File: config.mk
export PLATFORM = sky130hd
export DESIGN_NAME = dpll_ref_clocks
export DESIGN_NICKNAME = d
export VERILOG_FILES = /design/src/verilog/dpll_clk_pkg.sv /design/src/verilog/ref_activity.sv /design/src/verilog/nco_clock.sv /design/src/verilog/dpll_ref_clocks.sv
export VERILOG_INCLUDE_DIRS = /design/src /design/src/verilog
export SDC_FILE = /design/constraint.sdc
export NUM_CORES = 1
export LEC_CHECK = 0
export BUFFER_PORTS_ARGS = -buffer_cell sky130_fd_sc_hd__buf_2
export CORE_UTILIZATION = 55
export CTS_CLUSTER_SIZE = 8
export DETAILED_ROUTE_END_ITERATION = 8
export PLACE_DENSITY = 0.82
export SLEW_MARGIN = 20
export SYNTH_ARGS = -nofsm -noshare
export SYNTH_HDL_FRONTEND = slang
export SYNTH_SLANG_ARGS = --single-unit
File: constraint.sdc
create_clock -name clk -period 5.4 [get_ports clk]
set_input_delay 1.08 -clock clk [delete_from_list [all_inputs] [get_ports clk]]
set_output_delay 1.08 -clock clk [all_outputs]
set_load 0.005 [all_outputs]
File: src/verilog/dpll_clk_defines.svh
// shared constants of the reference and derived-clock block
`ifndef DPLL_CLK_DEFINES_SVH
`define DPLL_CLK_DEFINES_SVH

// -------------------------------------------------------------
// timing figures
// -------------------------------------------------------------
`define CLK_HZ 64'h2FAF080         // 50 MHz system clock
`define CLK_NS 64'h14              // 20 ns period
`define FRAME_NS 64'h1E848         // 125000 ns, one 8 kHz frame
`define REF_TIMEOUT_NS 64'h3D090   // 250000 ns without an edge
`define FP_244_NS 64'hF4
`define FP_122_NS 64'h7A
`define FP_61_NS 64'h3D
`define CYC_UP(ns) (((ns) + `CLK_NS - 64'h1) / `CLK_NS)

// -------------------------------------------------------------
// output and reference frequencies in Hz
// -------------------------------------------------------------
`define HS32_HZ 64'h1F40000        // 32.768 MHz
`define HS65_HZ 64'h3E80000        // 65.536 MHz
`define T1_HZ 64'h178F40           // 1.544 MHz
`define SC4_HZ 64'h3E8000          // 4.096 MHz
`define SC8_HZ 64'h7D0000          // 8.192 MHz
`define SC16_HZ 64'hFA0000         // 16.384 MHz
`define NCO_ONE 64'h100000000      // accumulator modulus
`define DIV_8K 9'h001              // reference edges per frame
`define DIV_T1 9'h0C1              // 193 at 1.544 MHz
`define DIV_E1 9'h100              // 256 at 2.048 MHz

// -------------------------------------------------------------
// register map and field positions
// -------------------------------------------------------------
`define CTRL_OFS 12'h000
`define RATE_OFS 12'h004
`define STAT_OFS 12'h008
`define CTRL_MASK 32'h0007FFFF
`define CTRL_RST 32'h00000000
`define RATE_RST 10'h000
`define C_EXT 0
`define C_FAST 1
`define C_NDIV 2
`define C_NSEL 3
`define C_PSEL 5
`define C_SSEL 8
`define C_SCK0 11
`define C_SCK1 13
`define C_FPW0 15
`define C_FPW1 17
`define S_PRI_LOSS 0
`define S_SEC_LOSS 1
`define S_HOLD 2
`define S_ACT 3
`define S_LOST 8
`define NUM_REFS 5

`endif

File: src/verilog/dpll_clk_pkg.sv
// types and decode functions of the reference and derived-clock block
`include "dpll_clk_defines.svh"
package dpll_clk_pkg;

  typedef enum logic [1:0] {RATE_8K, RATE_T1, RATE_E1} rate_t;
  typedef enum logic [1:0] {SCK_4M, SCK_8M, SCK_16M} sck_t;
  typedef enum logic [1:0] {FPW_244, FPW_122, FPW_61} fpw_t;
  typedef enum logic [1:0] {SRC_PRI, SRC_SEC, SRC_HOLD} src_t;

  // phase step for a given output frequency
  function automatic logic [31:0] inc_of(input logic [63:0] hz);
    logic [63:0] t;
    t = (hz * `NCO_ONE) / `CLK_HZ;
    return t[31:0];
  endfunction

  // reference edges that make up one 8 kHz frame
  function automatic logic [8:0] div_of(input logic [1:0] r);
    unique case (r)
      RATE_T1: return `DIV_T1;
      RATE_E1: return `DIV_E1;
      default: return `DIV_8K;
    endcase
  endfunction

  function automatic logic [31:0] sck_inc(input logic [1:0] s);
    unique case (s)
      SCK_8M: return inc_of(`SC8_HZ);
      SCK_16M: return inc_of(`SC16_HZ);
      default: return inc_of(`SC4_HZ);
    endcase
  endfunction

  // least time, so widths round up to whole cycles
  function automatic logic [4:0] fp_cyc(input logic [1:0] w);
    logic [63:0] c;
    unique case (w)
      FPW_122: c = `CYC_UP(`FP_122_NS);
      FPW_61: c = `CYC_UP(`FP_61_NS);
      default: c = `CYC_UP(`FP_244_NS);
    endcase
    return c[4:0];
  endfunction

endpackage

File: src/verilog/ref_activity.sv
// edge detector and loss-of-activity monitor for one reference input
`timescale 1ns/1ps
module ref_activity #(
  parameter int TIMEOUT = 12500
)(
  input wire logic clk,
  input wire logic rst_b,
  input wire logic ref_in,
  output logic rise,
  output logic lost
);
  logic prev_q, prev_d, lost_q, lost_d;
  logic [15:0] cnt_q, cnt_d;

  // any rate is accepted: only the gap between edges is policed
  always_comb begin
    rise = ref_in & ~prev_q;
    prev_d = ref_in;
    cnt_d = cnt_q;
    lost_d = lost_q;
    if (rise) begin
      cnt_d = 16'h0;
      lost_d = 1'b0;
    end else if (cnt_q == 16'(TIMEOUT - 1)) begin
      lost_d = 1'b1;
    end else begin
      cnt_d = cnt_q + 16'h1;
    end
  end

  always_ff @(posedge clk) begin
    if (!rst_b) begin
      prev_q <= 1'b0;
      cnt_q <= 16'h0;
      lost_q <= 1'b0;
    end else begin
      prev_q <= prev_d;
      cnt_q <= cnt_d;
      lost_q <= lost_d;
    end
  end

  assign lost = lost_q;
endmodule

File: src/verilog/nco_clock.sv
// phase-accumulator clock generator with frame realignment
`timescale 1ns/1ps
module nco_clock #(
  parameter int W = 32
)(
  input wire logic clk,
  input wire logic rst_b,
  input wire logic [W-1:0] inc,
  input wire logic sync,
  output logic clk_out
);
  logic [W-1:0] acc_q, acc_d;
  logic out_q;

  // sync zeroes the phase so every edge lines up with the frame
  always_comb begin
    acc_d = sync ? '0 : acc_q + inc;
  end

  always_ff @(posedge clk) begin
    if (!rst_b) begin
      acc_q <= '0;
      out_q <= 1'b0;
    end else begin
      acc_q <= acc_d;
      out_q <= acc_d[W-1];
    end
  end

  assign clk_out = out_q;
endmodule

File: src/verilog/dpll_ref_clocks.sv
// reference selection, loss status and derived clock and frame outputs
//
// How it works
// - bus reference two accepts 8k/1.544M/2.048M
// - four local references accept the same rates
// - network output: chosen local ref, raw or 8k
// - high primary-loss pin means primary invalid
// - high secondary-loss pin means secondary invalid
// - primary failure pin mirrors primary loss bit
// - secondary failure pin mirrors secondary loss bit
// - fast clock 32.768 or 65.536 MHz by bit
// - T1-rate clock output runs at 1.544 MHz
// - frame pulses at 8 kHz, width selectable
// - stream clocks at 4.096, 8.192 or 16.384 MHz
// - drive enable low floats the derived clock and frame pulse outputs; the network output is always driven
//
// The address map and the APB interface to the registers were chosen for this implementation.
`timescale 1ns/1ps
`include "dpll_clk_defines.svh"
module dpll_ref_clocks #(
  parameter int FRAME_CYCLES = int'(`FRAME_NS / `CLK_NS),
  parameter int LOSS_CYCLES = int'(`REF_TIMEOUT_NS / `CLK_NS)
)(
  input wire logic clk,
  input wire logic rst_b,
  input wire logic psel,
  input wire logic penable,
  input wire logic pwrite,
  input wire logic [11:0] paddr,
  input wire logic [31:0] pwdata,
  output logic [31:0] prdata,
  output logic pready,
  output logic pslverr,
  input wire logic bus_timing_ref_2,
  input wire logic [3:0] local_timing_refs,
  input wire logic primary_loss_in,
  input wire logic secondary_loss_in,
  input wire logic output_drive_enable,
  output logic network_ref_out,
  output logic primary_failure_out,
  output logic secondary_failure_out,
  output logic high_speed_clock_out,
  output logic high_speed_clock_out_oe,
  output logic t1_rate_clock_out,
  output logic t1_rate_clock_out_oe,
  output logic stream_clock_out_0,
  output logic stream_clock_out_0_oe,
  output logic stream_clock_out_1,
  output logic stream_clock_out_1_oe,
  output logic stream_frame_pulse_out_0,
  output logic stream_frame_pulse_out_0_oe,
  output logic stream_frame_pulse_out_1,
  output logic stream_frame_pulse_out_1_oe
);
  import dpll_clk_pkg::*;

  // rate code of one reference from the packed rate register
  function automatic logic [1:0] rate_of(input logic [9:0] rv,
                                         input logic [2:0] i);
    logic [3:0] b;
    b = {i, 1'b0};
    return (i < 3'(`NUM_REFS)) ? rv[b +: 2] : 2'h0;
  endfunction

  // -------------------------------------------------------------
  // register bus
  // -------------------------------------------------------------
  logic [31:0] ctrl_q, ctrl_d, act_q, act_d, stat;
  logic [31:0] prdata_q, prdata_d;
  logic [9:0] rate_q, rate_d;
  logic hit, wr_en, frame_start;

  // zero wait states; status writes are dropped without error
  always_comb begin
    hit = (paddr == `CTRL_OFS) || (paddr == `RATE_OFS) ||
          (paddr == `STAT_OFS);
    wr_en = psel && penable && pwrite && hit;
    ctrl_d = ctrl_q;
    rate_d = rate_q;
    prdata_d = prdata_q;
    if (wr_en && paddr == `CTRL_OFS) begin
      ctrl_d = pwdata & `CTRL_MASK;
    end
    if (wr_en && paddr == `RATE_OFS) begin
      rate_d = pwdata[9:0];
    end
    if (psel && !penable) begin
      unique case (paddr)
        `CTRL_OFS: prdata_d = ctrl_q;
        `RATE_OFS: prdata_d = {22'h0, rate_q};
        `STAT_OFS: prdata_d = stat;
        default: prdata_d = 32'h0;
      endcase
    end
  end

  // shadow copy loads only at the frame boundary
  always_comb begin
    act_d = frame_start ? ctrl_q : act_q;
  end

  always_ff @(posedge clk) begin
    if (!rst_b) begin
      ctrl_q <= `CTRL_RST;
      act_q <= `CTRL_RST;
      rate_q <= `RATE_RST;
      prdata_q <= 32'h0;
    end else begin
      ctrl_q <= ctrl_d;
      act_q <= act_d;
      rate_q <= rate_d;
      prdata_q <= prdata_d;
    end
  end

  assign prdata = prdata_q;
  assign pready = 1'b1;
  assign pslverr = psel && penable && !hit;

  // -------------------------------------------------------------
  // reference monitors
  // -------------------------------------------------------------
  logic [`NUM_REFS-1:0] refs, rise, mon_lost;
  logic [7:0] rise8, lost8;

  assign refs = {local_timing_refs, bus_timing_ref_2};
  assign rise8 = {3'h0, rise};
  // unused select codes count as permanently lost
  assign lost8 = {3'h7, mon_lost};

  for (genvar g = 0; g < `NUM_REFS; g++) begin : g_mon
    ref_activity #(.TIMEOUT(LOSS_CYCLES)) u_mon (
      .clk(clk),
      .rst_b(rst_b),
      .ref_in(refs[g]),
      .rise(rise[g]),
      .lost(mon_lost[g])
    );
  end

  // -------------------------------------------------------------
  // source selection
  // -------------------------------------------------------------
  src_t src_q, src_d;
  logic [2:0] pri_idx, sec_idx, act_idx;
  logic pri_bad, sec_bad, pri_fail_q, sec_fail_q;

  // external mode trusts the loss pins, otherwise the monitors
  always_comb begin
    pri_idx = act_q[`C_PSEL +: 3];
    sec_idx = act_q[`C_SSEL +: 3];
    pri_bad = act_q[`C_EXT] ? primary_loss_in : lost8[pri_idx];
    sec_bad = act_q[`C_EXT] ? secondary_loss_in : lost8[sec_idx];
    if (!pri_bad) begin
      src_d = SRC_PRI;
    end else if (!sec_bad) begin
      src_d = SRC_SEC;
    end else begin
      src_d = SRC_HOLD;
    end
    act_idx = (src_q == SRC_SEC) ? sec_idx : pri_idx;
  end

  always_ff @(posedge clk) begin
    if (!rst_b) begin
      src_q <= SRC_PRI;
      pri_fail_q <= 1'b0;
      sec_fail_q <= 1'b0;
    end else begin
      src_q <= src_d;
      pri_fail_q <= pri_bad;
      sec_fail_q <= sec_bad;
    end
  end

  assign primary_failure_out = pri_fail_q;
  assign secondary_failure_out = sec_fail_q;

  always_comb begin
    stat = 32'h0;
    stat[`S_PRI_LOSS] = pri_bad;
    stat[`S_SEC_LOSS] = sec_bad;
    stat[`S_HOLD] = (src_q == SRC_HOLD);
    stat[`S_ACT +: 3] = act_idx;
    stat[`S_LOST +: `NUM_REFS] = mon_lost;
  end

  // -------------------------------------------------------------
  // frame timebase
  // -------------------------------------------------------------
  logic [8:0] lk_cnt_q, lk_cnt_d, lk_div;
  logic [15:0] fcnt_q, fcnt_d;
  logic lk_evt;

  // every div-th edge of the live reference marks a frame; in
  // holdover the counter free-runs on the last phase
  always_comb begin
    lk_div = div_of(rate_of(rate_q, act_idx));
    lk_cnt_d = lk_cnt_q;
    lk_evt = 1'b0;
    if (rise8[act_idx]) begin
      if (lk_cnt_q >= lk_div - 9'h1) begin
        lk_cnt_d = 9'h0;
        lk_evt = (src_q != SRC_HOLD);
      end else begin
        lk_cnt_d = lk_cnt_q + 9'h1;
      end
    end
    if (lk_evt || fcnt_q == 16'(FRAME_CYCLES - 1)) begin
      fcnt_d = 16'h0;
    end else begin
      fcnt_d = fcnt_q + 16'h1;
    end
    frame_start = (fcnt_q == 16'h0);
  end

  always_ff @(posedge clk) begin
    if (!rst_b) begin
      lk_cnt_q <= 9'h0;
      fcnt_q <= 16'h0;
    end else begin
      lk_cnt_q <= lk_cnt_d;
      fcnt_q <= fcnt_d;
    end
  end

  // -------------------------------------------------------------
  // network reference output
  // -------------------------------------------------------------
  logic [1:0] nsel;
  logic [2:0] nidx;
  logic [8:0] ncnt_q, ncnt_d, ndiv;
  logic nref_raw, nref_q, nref_d;

  // divided form is high for the first half of each frame count
  always_comb begin
    nsel = act_q[`C_NSEL +: 2];
    nidx = {1'b0, nsel} + 3'h1;
    nref_raw = local_timing_refs[nsel];
    ndiv = div_of(rate_of(rate_q, nidx));
    ncnt_d = ncnt_q;
    if (rise8[nidx]) begin
      ncnt_d = (ncnt_q >= ndiv - 9'h1) ? 9'h0 : ncnt_q + 9'h1;
    end
    if (act_q[`C_NDIV] && ndiv != `DIV_8K) begin
      nref_d = (ncnt_q < (ndiv >> 1));
    end else begin
      nref_d = nref_raw;
    end
  end

  always_ff @(posedge clk) begin
    if (!rst_b) begin
      ncnt_q <= 9'h0;
      nref_q <= 1'b0;
    end else begin
      ncnt_q <= ncnt_d;
      nref_q <= nref_d;
    end
  end

  assign network_ref_out = nref_q;

  // -------------------------------------------------------------
  // derived clocks
  // -------------------------------------------------------------
  // rates above half the system clock alias; a faster clk is
  // needed before the fast output is a true 32/65 MHz square wave
  logic [31:0] hs_inc, sc0_inc, sc1_inc;

  always_comb begin
    hs_inc = act_q[`C_FAST] ? inc_of(`HS65_HZ) : inc_of(`HS32_HZ);
    sc0_inc = sck_inc(act_q[`C_SCK0 +: 2]);
    sc1_inc = sck_inc(act_q[`C_SCK1 +: 2]);
  end

  // all generators restart on the frame so edges share one phase
  nco_clock u_hs (
    .clk(clk),
    .rst_b(rst_b),
    .inc(hs_inc),
    .sync(frame_start),
    .clk_out(high_speed_clock_out)
  );

  nco_clock u_t1 (
    .clk(clk),
    .rst_b(rst_b),
    .inc(inc_of(`T1_HZ)),
    .sync(frame_start),
    .clk_out(t1_rate_clock_out)
  );

  nco_clock u_sc0 (
    .clk(clk),
    .rst_b(rst_b),
    .inc(sc0_inc),
    .sync(frame_start),
    .clk_out(stream_clock_out_0)
  );

  nco_clock u_sc1 (
    .clk(clk),
    .rst_b(rst_b),
    .inc(sc1_inc),
    .sync(frame_start),
    .clk_out(stream_clock_out_1)
  );

  // -------------------------------------------------------------
  // frame pulses and output enables
  // -------------------------------------------------------------
  logic fp0_q, fp0_d, fp1_q, fp1_d;

  always_comb begin
    fp0_d = fcnt_q < {11'h0, fp_cyc(act_q[`C_FPW0 +: 2])};
    fp1_d = fcnt_q < {11'h0, fp_cyc(act_q[`C_FPW1 +: 2])};
  end

  always_ff @(posedge clk) begin
    if (!rst_b) begin
      fp0_q <= 1'b0;
      fp1_q <= 1'b0;
    end else begin
      fp0_q <= fp0_d;
      fp1_q <= fp1_d;
    end
  end

  assign stream_frame_pulse_out_0 = fp0_q;
  assign stream_frame_pulse_out_1 = fp1_q;

  // the pins float whenever the drive enable input is low
  assign high_speed_clock_out_oe = output_drive_enable;
  assign t1_rate_clock_out_oe = output_drive_enable;
  assign stream_clock_out_0_oe = output_drive_enable;
  assign stream_clock_out_1_oe = output_drive_enable;
  assign stream_frame_pulse_out_0_oe = output_drive_enable;
  assign stream_frame_pulse_out_1_oe = output_drive_enable;
endmodule

# ---- Word-level counts from Yosys, hierarchy flattened
# Cells that the tools add are included.
dict set report totals {
  word_cells 152
  regBits 339
  input_bits 57
  out_inout_bits 49
}
dict set report op_classes {
  reduce_logical 23
  n_lt_le_gt_ge 12
  eq_ne 24
  n_addsub 15
  shift 2
  mux 29
  n_bitwise 11
}
# operator count
set op_table {}
lappend op_table {{31-bit one-hot mux with 2 select lines} 2}
lappend op_table {{16-bit by 1-bit adder with 16-bit output (second input constant)} 6}
lappend op_table {{16-bit by 14-bit equality test with 1-bit output (second input constant)} 5}
lappend op_table {{32-bit by 31-bit adder with 32-bit output} 2}
lappend op_table {{19-bit one-hot mux with 3 select lines} 1}
lappend op_table {{9-bit one-hot mux with 2 select lines} 2}
lappend op_table {{32-bit by 27-bit adder with 32-bit output (second input constant)} 1}
lappend op_table {{32-bit adder} 1}
lappend op_table {{16-bit by 5-bit < comparator with 1-bit output} 2}
lappend op_table {{32-bit 2-to-1 mux} 1}
lappend op_table {{10-bit by 5-bit variable part select with 2-bit output} 2}
lappend op_table {{9-bit by 1-bit adder with 9-bit output (second input constant)} 2}
lappend op_table {{9-bit >= comparator} 2}
lappend op_table {{9-bit 2-to-1 mux} 2}
lappend op_table {{9-bit by 1-bit subtractor with 9-bit output (second input constant)} 2}
lappend op_table {{16-bit by 13-bit equality test with 1-bit output (second input constant)} 1}
lappend op_table {{16-bit logical NOT} 1}
lappend op_table {{3-bit by 4-bit < comparator with 1-bit output (second input constant)} 4}
lappend op_table {{4-bit one-hot mux with 2 select lines} 2}
lappend op_table {{2-bit by 1-bit equality test with 1-bit output (second input constant)} 7}
lappend op_table {{2-bit equality test (second input constant)} 7}
lappend op_table {{2-bit OR reduction} 7}
lappend op_table {{1-bit binary-select mux with 3-bit select} 4}
lappend op_table {{12-bit by 3-bit equality test with 1-bit output (second input constant)} 1}
lappend op_table {{other kinds (18)} 49}

# ---- Longest topological paths before layout
dict set report logic_depth {
  depth_word 12
  mapped_depth 18
  depth_no_buf 16
}

# ---- Cells and area by module
# A second synthesis with hierarchy kept.
dict set report unflattened {
  cells_unflattened 2410
  area_unflattened_um2 20559.7
}
# mod instances area_each_um2 cells_per_inst seq_area_each_um2
set by_module_without_submodules {}
lappend by_module_without_submodules {nco_clock 4 2483.6 298 640.6}
lappend by_module_without_submodules {dpll_ref_clocks 1 5895.7 683 2162.1}
lappend by_module_without_submodules {ref_activity 5 945.9 107 360.3}

# ---- Worst setup path before layout
# Ideal clock, no wire load.
dict set report synth_timing {
  path_type {register to register}
  start {register src_q[0]}
  end {register fcnt_q[10]}
  slack_ps 1814
  n_path_buf 2
  required_time_ps 5336
  period_less_slack_ps 3586
  setup_ps 64
  t_arrival_ps 3523
  path_stages_with_launch 18
  path_cell_list {dfxtp_1 > nor2b_4 > buf_6 > mux2i_1 > mux4_2 > nand2_1 > o21ai_0 > ha_1 > ha_1 > nand2b_1 > a21o_1 > a21o_1 > a211oi_1 > o21ai_0 > a21oi_1 > o311ai_4 > buf_6 > nor2_1}
}
dict set report synth_between {
  elab_chain_cells 12
  word_cells_on_any_way 17
  classes_between {add/sub: 1; order compare: 2; eq/ne: 4; shift: 1; mux: 7; reduce/logical: 2}
}
# element line_no
set synth_rtl {}
lappend synth_rtl {{from (decl)} dpll_ref_clocks.sv:144} ;# src_t src_q, src_d;
lappend synth_rtl {{from (signal assigned)} dpll_ref_clocks.sv:170} ;# src_q <= src_d;
lappend synth_rtl {{2-bit by 1-bit equality test with 1-bit output} dpll_ref_clocks.sv:161} ;# act_idx = (src_q == SRC_SEC) ? sec_idx : pri_idx;
lappend synth_rtl {{3-bit 2-to-1 mux} dpll_ref_clocks.sv:161}
lappend synth_rtl {{10-bit by 5-bit variable part select with 2-bit output / 3-bit < comparator (equally long branches)} dpll_ref_clocks.sv:62} ;# return (i < 3'(`NUM_REFS)) ? rv[b +: 2] : 2'h0;
lappend synth_rtl {{2-bit 2-to-1 mux} dpll_ref_clocks.sv:62}
lappend synth_rtl {{2-bit equality test / 2-bit by 1-bit equality test with 1-bit output (equally long branches)} dpll_clk_pkg.sv:19} ;# unique case (r)
lappend synth_rtl {{9-bit one-hot mux with 2 select lines} dpll_clk_pkg.sv:19}
lappend synth_rtl {{9-bit by 1-bit subtractor with 9-bit output} dpll_ref_clocks.sv:202} ;# if (lk_cnt_q >= lk_div - 9'h1) begin
lappend synth_rtl {{9-bit >= comparator} dpll_ref_clocks.sv:202}
lappend synth_rtl {{1-bit 2-to-1 mux} dpll_ref_clocks.sv:202}
lappend synth_rtl {{1-bit 2-to-1 mux *} dpll_ref_clocks.sv:201} ;# if (rise8[act_idx]) begin
lappend synth_rtl {{1-bit logical OR *} dpll_ref_clocks.sv:209} ;# if (lk_evt || fcnt_q == 16'(FRAME_CYCLES - 1)) begin
lappend synth_rtl {{2-bit OR reduction (no line) *} -}
lappend synth_rtl {{to (signal assigned)} dpll_ref_clocks.sv:223} ;# fcnt_q <= fcnt_d;
lappend synth_rtl {{to (decl)} dpll_ref_clocks.sv:192} ;# logic [15:0] fcnt_q, fcnt_d;
# Mark *: on every way between the ends. The rest lies on a longest branch, timed or not. The select of a mux whose other input is x is not followed.
# A chain may end at the register's enable or synchronous reset.

# ---- Worst setup path after layout
dict set report layout_timing {
  start {register src_q[0]}
  end {register fcnt_q[9]}
}
# Same word-level chain as after synthesis.

==> results.sh <==
export IMPL_irDropWorstVdd_v=0.000208
export IMPL_combPwrFrac_pct=9.3
export IMPL_synth_warning_count=0
export IMPL_post_synth_instance_area_sq_um=17000
export IMPL_core_area_sq_um=30000
export IMPL_dp_hpwl_microns=25500
export IMPL_fin_crit_ns=4.22
export IMPL_worst_endpoint_arrival_ns=4.70
export IMPL_worst_path_max_fanout=16
export IMPL_multi_input_comb_area_sq_um=9840
export IMPL_placement_io_buffers=71
export IMPL_globalRouteOverflowTotal=0
export IMPL_fin_hold_ws_ns=0.468
export IMPL_clockRootBuffer="sky130_fd_sc_hd__clkbuf_16"
export IMPL_fillerInstances=2506
export IMPL_critical_path_startpoint_type="flop"
export IMPL_hp_start="ctrl_q[5]"
export IMPL_final_max_slew_viol_count=0
export IMPL_power_share_clock_pct=45.6
export IMPL_rsz_0062_raised_after_global_routing="false"
export IMPL_clock_buffer_count_from_cts=46
export IMPL_syn_avg_cell_area_sq_um=8.47
export IMPL_netlist_top_cells_count="sky130_fd_sc_hd__dfxtp_1 (325), sky130_fd_sc_hd__nor2_1 (317), sky130_fd_sc_hd__nand2_1 (164), sky130_fd_sc_hd__a21oi_1 (132), sky130_fd_sc_hd__ha_1 (115)"
export IMPL_layout_area_seq_sq_um=6510
export IMPL_worst_r2r_cell_count=16
export IMPL_cts_repair_resized=0
export IMPL_tightest_slew_ns=1.08
export IMPL_ys_types=81
export IMPL_final_min_period_over_clock_period_pct=78.1
export IMPL_floorplan_die_area_sq_um=31600
export IMPL_ratio_of_cells_with_drive_above_1_in_the_final_layout_pct=7.93
export IMPL_total_leakage_power_nw=7.62
export IMPL_drt_iter0_markers=912
export IMPL_clkSlewWorstSetupHoldPaths_ns=0.05
export IMPL_cts_post_setup_buffers_inserted=0
export IMPL_die_y_microns=178
export IMPL_clock_tree_from_tritoncts="done"
export IMPL_finalWeightedCongestion=0.860
export IMPL_crit_path_end="fcnt_q[9]"
export IMPL_cts_sinks=325
export IMPL_run_status="completed"
export IMPL_timing_max_cap_violations=0
export IMPL_worstSkewPairLatency_ns=0.55
export IMPL_starting_density_of_the_core_pct=56.5
export IMPL_hold_class="flop to flop"
export IMPL_insertedDiodeCount=0
export IMPL_drc=0
export IMPL_seqPwrFrac_pct=45.0
export IMPL_postCtsHoldBufs=0
export IMPL_switching_power_mw=1.37
export IMPL_synth_top_cell_area_share_pct=38.3
export IMPL_async_flop_share_pct=0
export IMPL_timing_critical_path_from="src_q[0]"
export IMPL_synth_seq_cells=325
export IMPL_crit_reg2reg_capture="fcnt_q[9]"
export IMPL_via_count_of_the_first_global_routing_pass=13805
export IMPL_grt_max_degree=96
export IMPL_route_final_wire_length_microns=37000
export IMPL_initial_antenna_violation_count=0
export IMPL_synth_cells=2004
export IMPL_fin_cells=2457
export IMPL_max_slew_margin_rel_pct=28.2
export IMPL_netlist_top_cell_by_area="sky130_fd_sc_hd__dfxtp_1"
export IMPL_worst_setup_path_end_kind="flop"
export IMPL_synth_most_common_cell="sky130_fd_sc_hd__dfxtp_1"
export IMPL_power_per_cell_area_nw_per_um2=298
export IMPL_r2r_start="src_q[0]"
export IMPL_place_inst=2406
export IMPL_drt_pass1_iterations=5
export IMPL_main_area_contributors_after_synthesis="sky130_fd_sc_hd__dfxtp_1 (38%), sky130_fd_sc_hd__ha_1 (8.5%), sky130_fd_sc_hd__nor2_1 (7.0%)"
export IMPL_fin_setup_tns_ns=0
export IMPL_grt_first_pass_wirelength_microns=62700
export IMPL_worst_r2r_setup_slack_ns=1.18
export IMPL_sw_frac_of_total_pct=24.4
export IMPL_routed_via_count=14137
export IMPL_routedWlPerCell_microns=15.0
export IMPL_synth_sequential_area_ratio_pct=38.3
export IMPL_cp_required_ns=5.88
export IMPL_cts_root_to_sink_buffers=3
export IMPL_hold_violations=0
export IMPL_std_cell_rows=63
export IMPL_drt_vias_per_instance=5.75
export IMPL_overall_routing_resource_usage_pct=23.6
export IMPL_internal_power_mw=4.23
export IMPL_synth_enable_flop_cells=0
export IMPL_area_growth_pct=10.5
export IMPL_worstSetupPathType="flop to flop"
export IMPL_synth_top_flop_cell="sky130_fd_sc_hd__dfxtp_1"
export IMPL_finalClockSkew_ns=0.0311
export IMPL_final_core_utilization_pct=62.5
export IMPL_io_pin_count=106
export IMPL_route_antenna_remaining_nets=0
export IMPL_cts_htree_levels=2
export IMPL_finish_net_count=2238
export IMPL_setup_violations_final=0
export IMPL_die_width_microns=178
export IMPL_highest_clock_rate_ghz=0.237
## how the worst min path moves through the flow
stage	endpoint	cells after the start	slack [ns]
final	ctrl_q[5]	2	0.47
after CTS	ctrl_q[5]	2	0.47
after global routing	ctrl_q[15]	2	0.50
after floorplan	u_t1.acc_q[1]	1	0.43
after detailed placement	u_t1.acc_q[1]	1	0.45
after global placement	u_t1.acc_q[1]	1	0.44
## layout make-up
type | count | share of cell area (%)
Sequential cell | 325 | 34.7
Clock inverter | 2 | 0.267
Multi-Input combinational cell | 1536 | 52.4
Tap cell | 390 | 2.60
Clock buffer | 49 | 6.36
Timing Repair Buffer | 77 | 2.13
Inverter | 78 | 1.56
## layer usage
metal | part of all wire, % | track usage [%] | vias to the layer above
met5 | 0 | 0 | -
met4 | 1.9 | 7.05 | 0
met3 | 4.4 | 3.81 | 64
met2 | 49 | 42.2 | 317
met1 | 45 | 28.8 | 6696
li1 | - | - | 7060
## kinds of logic after synthesis
group / count (synthesis) / share of synthesized area (%)
AND/OR/NAND/NOR: 820 / 22.9
buffers and inverters: 155 / 4.14
adder cells (fa/ha/maj): 117 / 8.71
multiplexers: 65 / 4.28
AO/OA/AOI/OAI: 347 / 12.7
XOR/XNOR: 173 / 8.92
other: 2 / 0.0442
flip-flops: 325 / 38.3
## registers in the layout, indices dropped and copies added (netlist names), 9 cells and up
name               flops
prdata                19
lk_cnt_q               9
ncnt_q                 9
u_sc1.acc_q           32
rate_q                10
fcnt_q                16
act_q                 19
u_hs.acc_q            31
ctrl_q                19
u_sc0.acc_q           31
g_mon.u_mon.cnt_q     80
u_t1.acc_q            31
## stage by stage
step / power (mW) / setup slack, ns / area, sq um
2_1_floorplan: 2.98 / 1.81 / 17000
3_3_place_gp: 3.06 / 1.51 / 17500
3_5_place_dp: 3.08 / 1.26 / 17500
4_1_cts: 5.64 / 1.24 / 18800
5_1_grt: 5.81 / 0.925 / 18800
6_report: 5.59 / 1.18 / 18800
## power by group through the flow
stage	logic (mW)	registers (mW)	clock network (mW)
after floorplan	0.423	2.55	0
after global placement	0.497	2.56	0
after detailed placement	0.513	2.56	0
after CTS	0.519	2.52	2.60
after global routing	0.584	2.52	2.70
final	0.522	2.52	2.55
## worst max-delay path: stages (launching register included)
cell,delay [ns]
sky130_fd_sc_hd__dfxtp_1,0.34
sky130_fd_sc_hd__nor2b_4,0.24
sky130_fd_sc_hd__mux2i_1,0.52
sky130_fd_sc_hd__mux4_2,0.56
sky130_fd_sc_hd__nand2_1,0.08
sky130_fd_sc_hd__o21ai_0,0.13
sky130_fd_sc_hd__inv_1,0.09
sky130_fd_sc_hd__ha_1,0.20
sky130_fd_sc_hd__inv_1,0.12
sky130_fd_sc_hd__ha_1,0.29
sky130_fd_sc_hd__a21o_1,0.17
sky130_fd_sc_hd__a21o_1,0.18
sky130_fd_sc_hd__a211oi_1,0.27
sky130_fd_sc_hd__o21ai_0,0.14
sky130_fd_sc_hd__a21oi_1,0.36
sky130_fd_sc_hd__o311ai_4,0.27
sky130_fd_sc_hd__nor2_1,0.19
## placed cells by master (no fill, tap or decap), drive strengths merged, types with 5 or more instances in the layout
| cell | count |
|---|---|
| or4 | 6 |
| o21a | 12 |
| nand3 | 52 |
| xnor2 | 76 |
| dfxtp | 325 |
| a211oi | 17 |
| mux2i | 55 |
| o21ai | 82 |
| a21o | 21 |
| a31oi | 6 |
| and3 | 33 |
| nand3b | 5 |
| ha | 115 |
| o21bai | 6 |
| and2 | 17 |
| o31ai | 9 |
| or2 | 7 |
| clkbuf | 49 |
| inv | 79 |
| nor3b | 6 |
| mux4 | 5 |
| nor2 | 317 |
| a21oi | 133 |
| a21boi | 5 |
| conb | 14 |
| nor3 | 52 |
| buf | 77 |
| nand2b | 30 |
| nor4 | 24 |
| o211ai | 6 |
| nor2b | 15 |
| nand4 | 39 |
| nand2 | 164 |
| mux2 | 5 |
| or3 | 35 |
| a22oi | 12 |
| xor2 | 97 |
No activity file was read; power rests on OpenSTA's default activity.
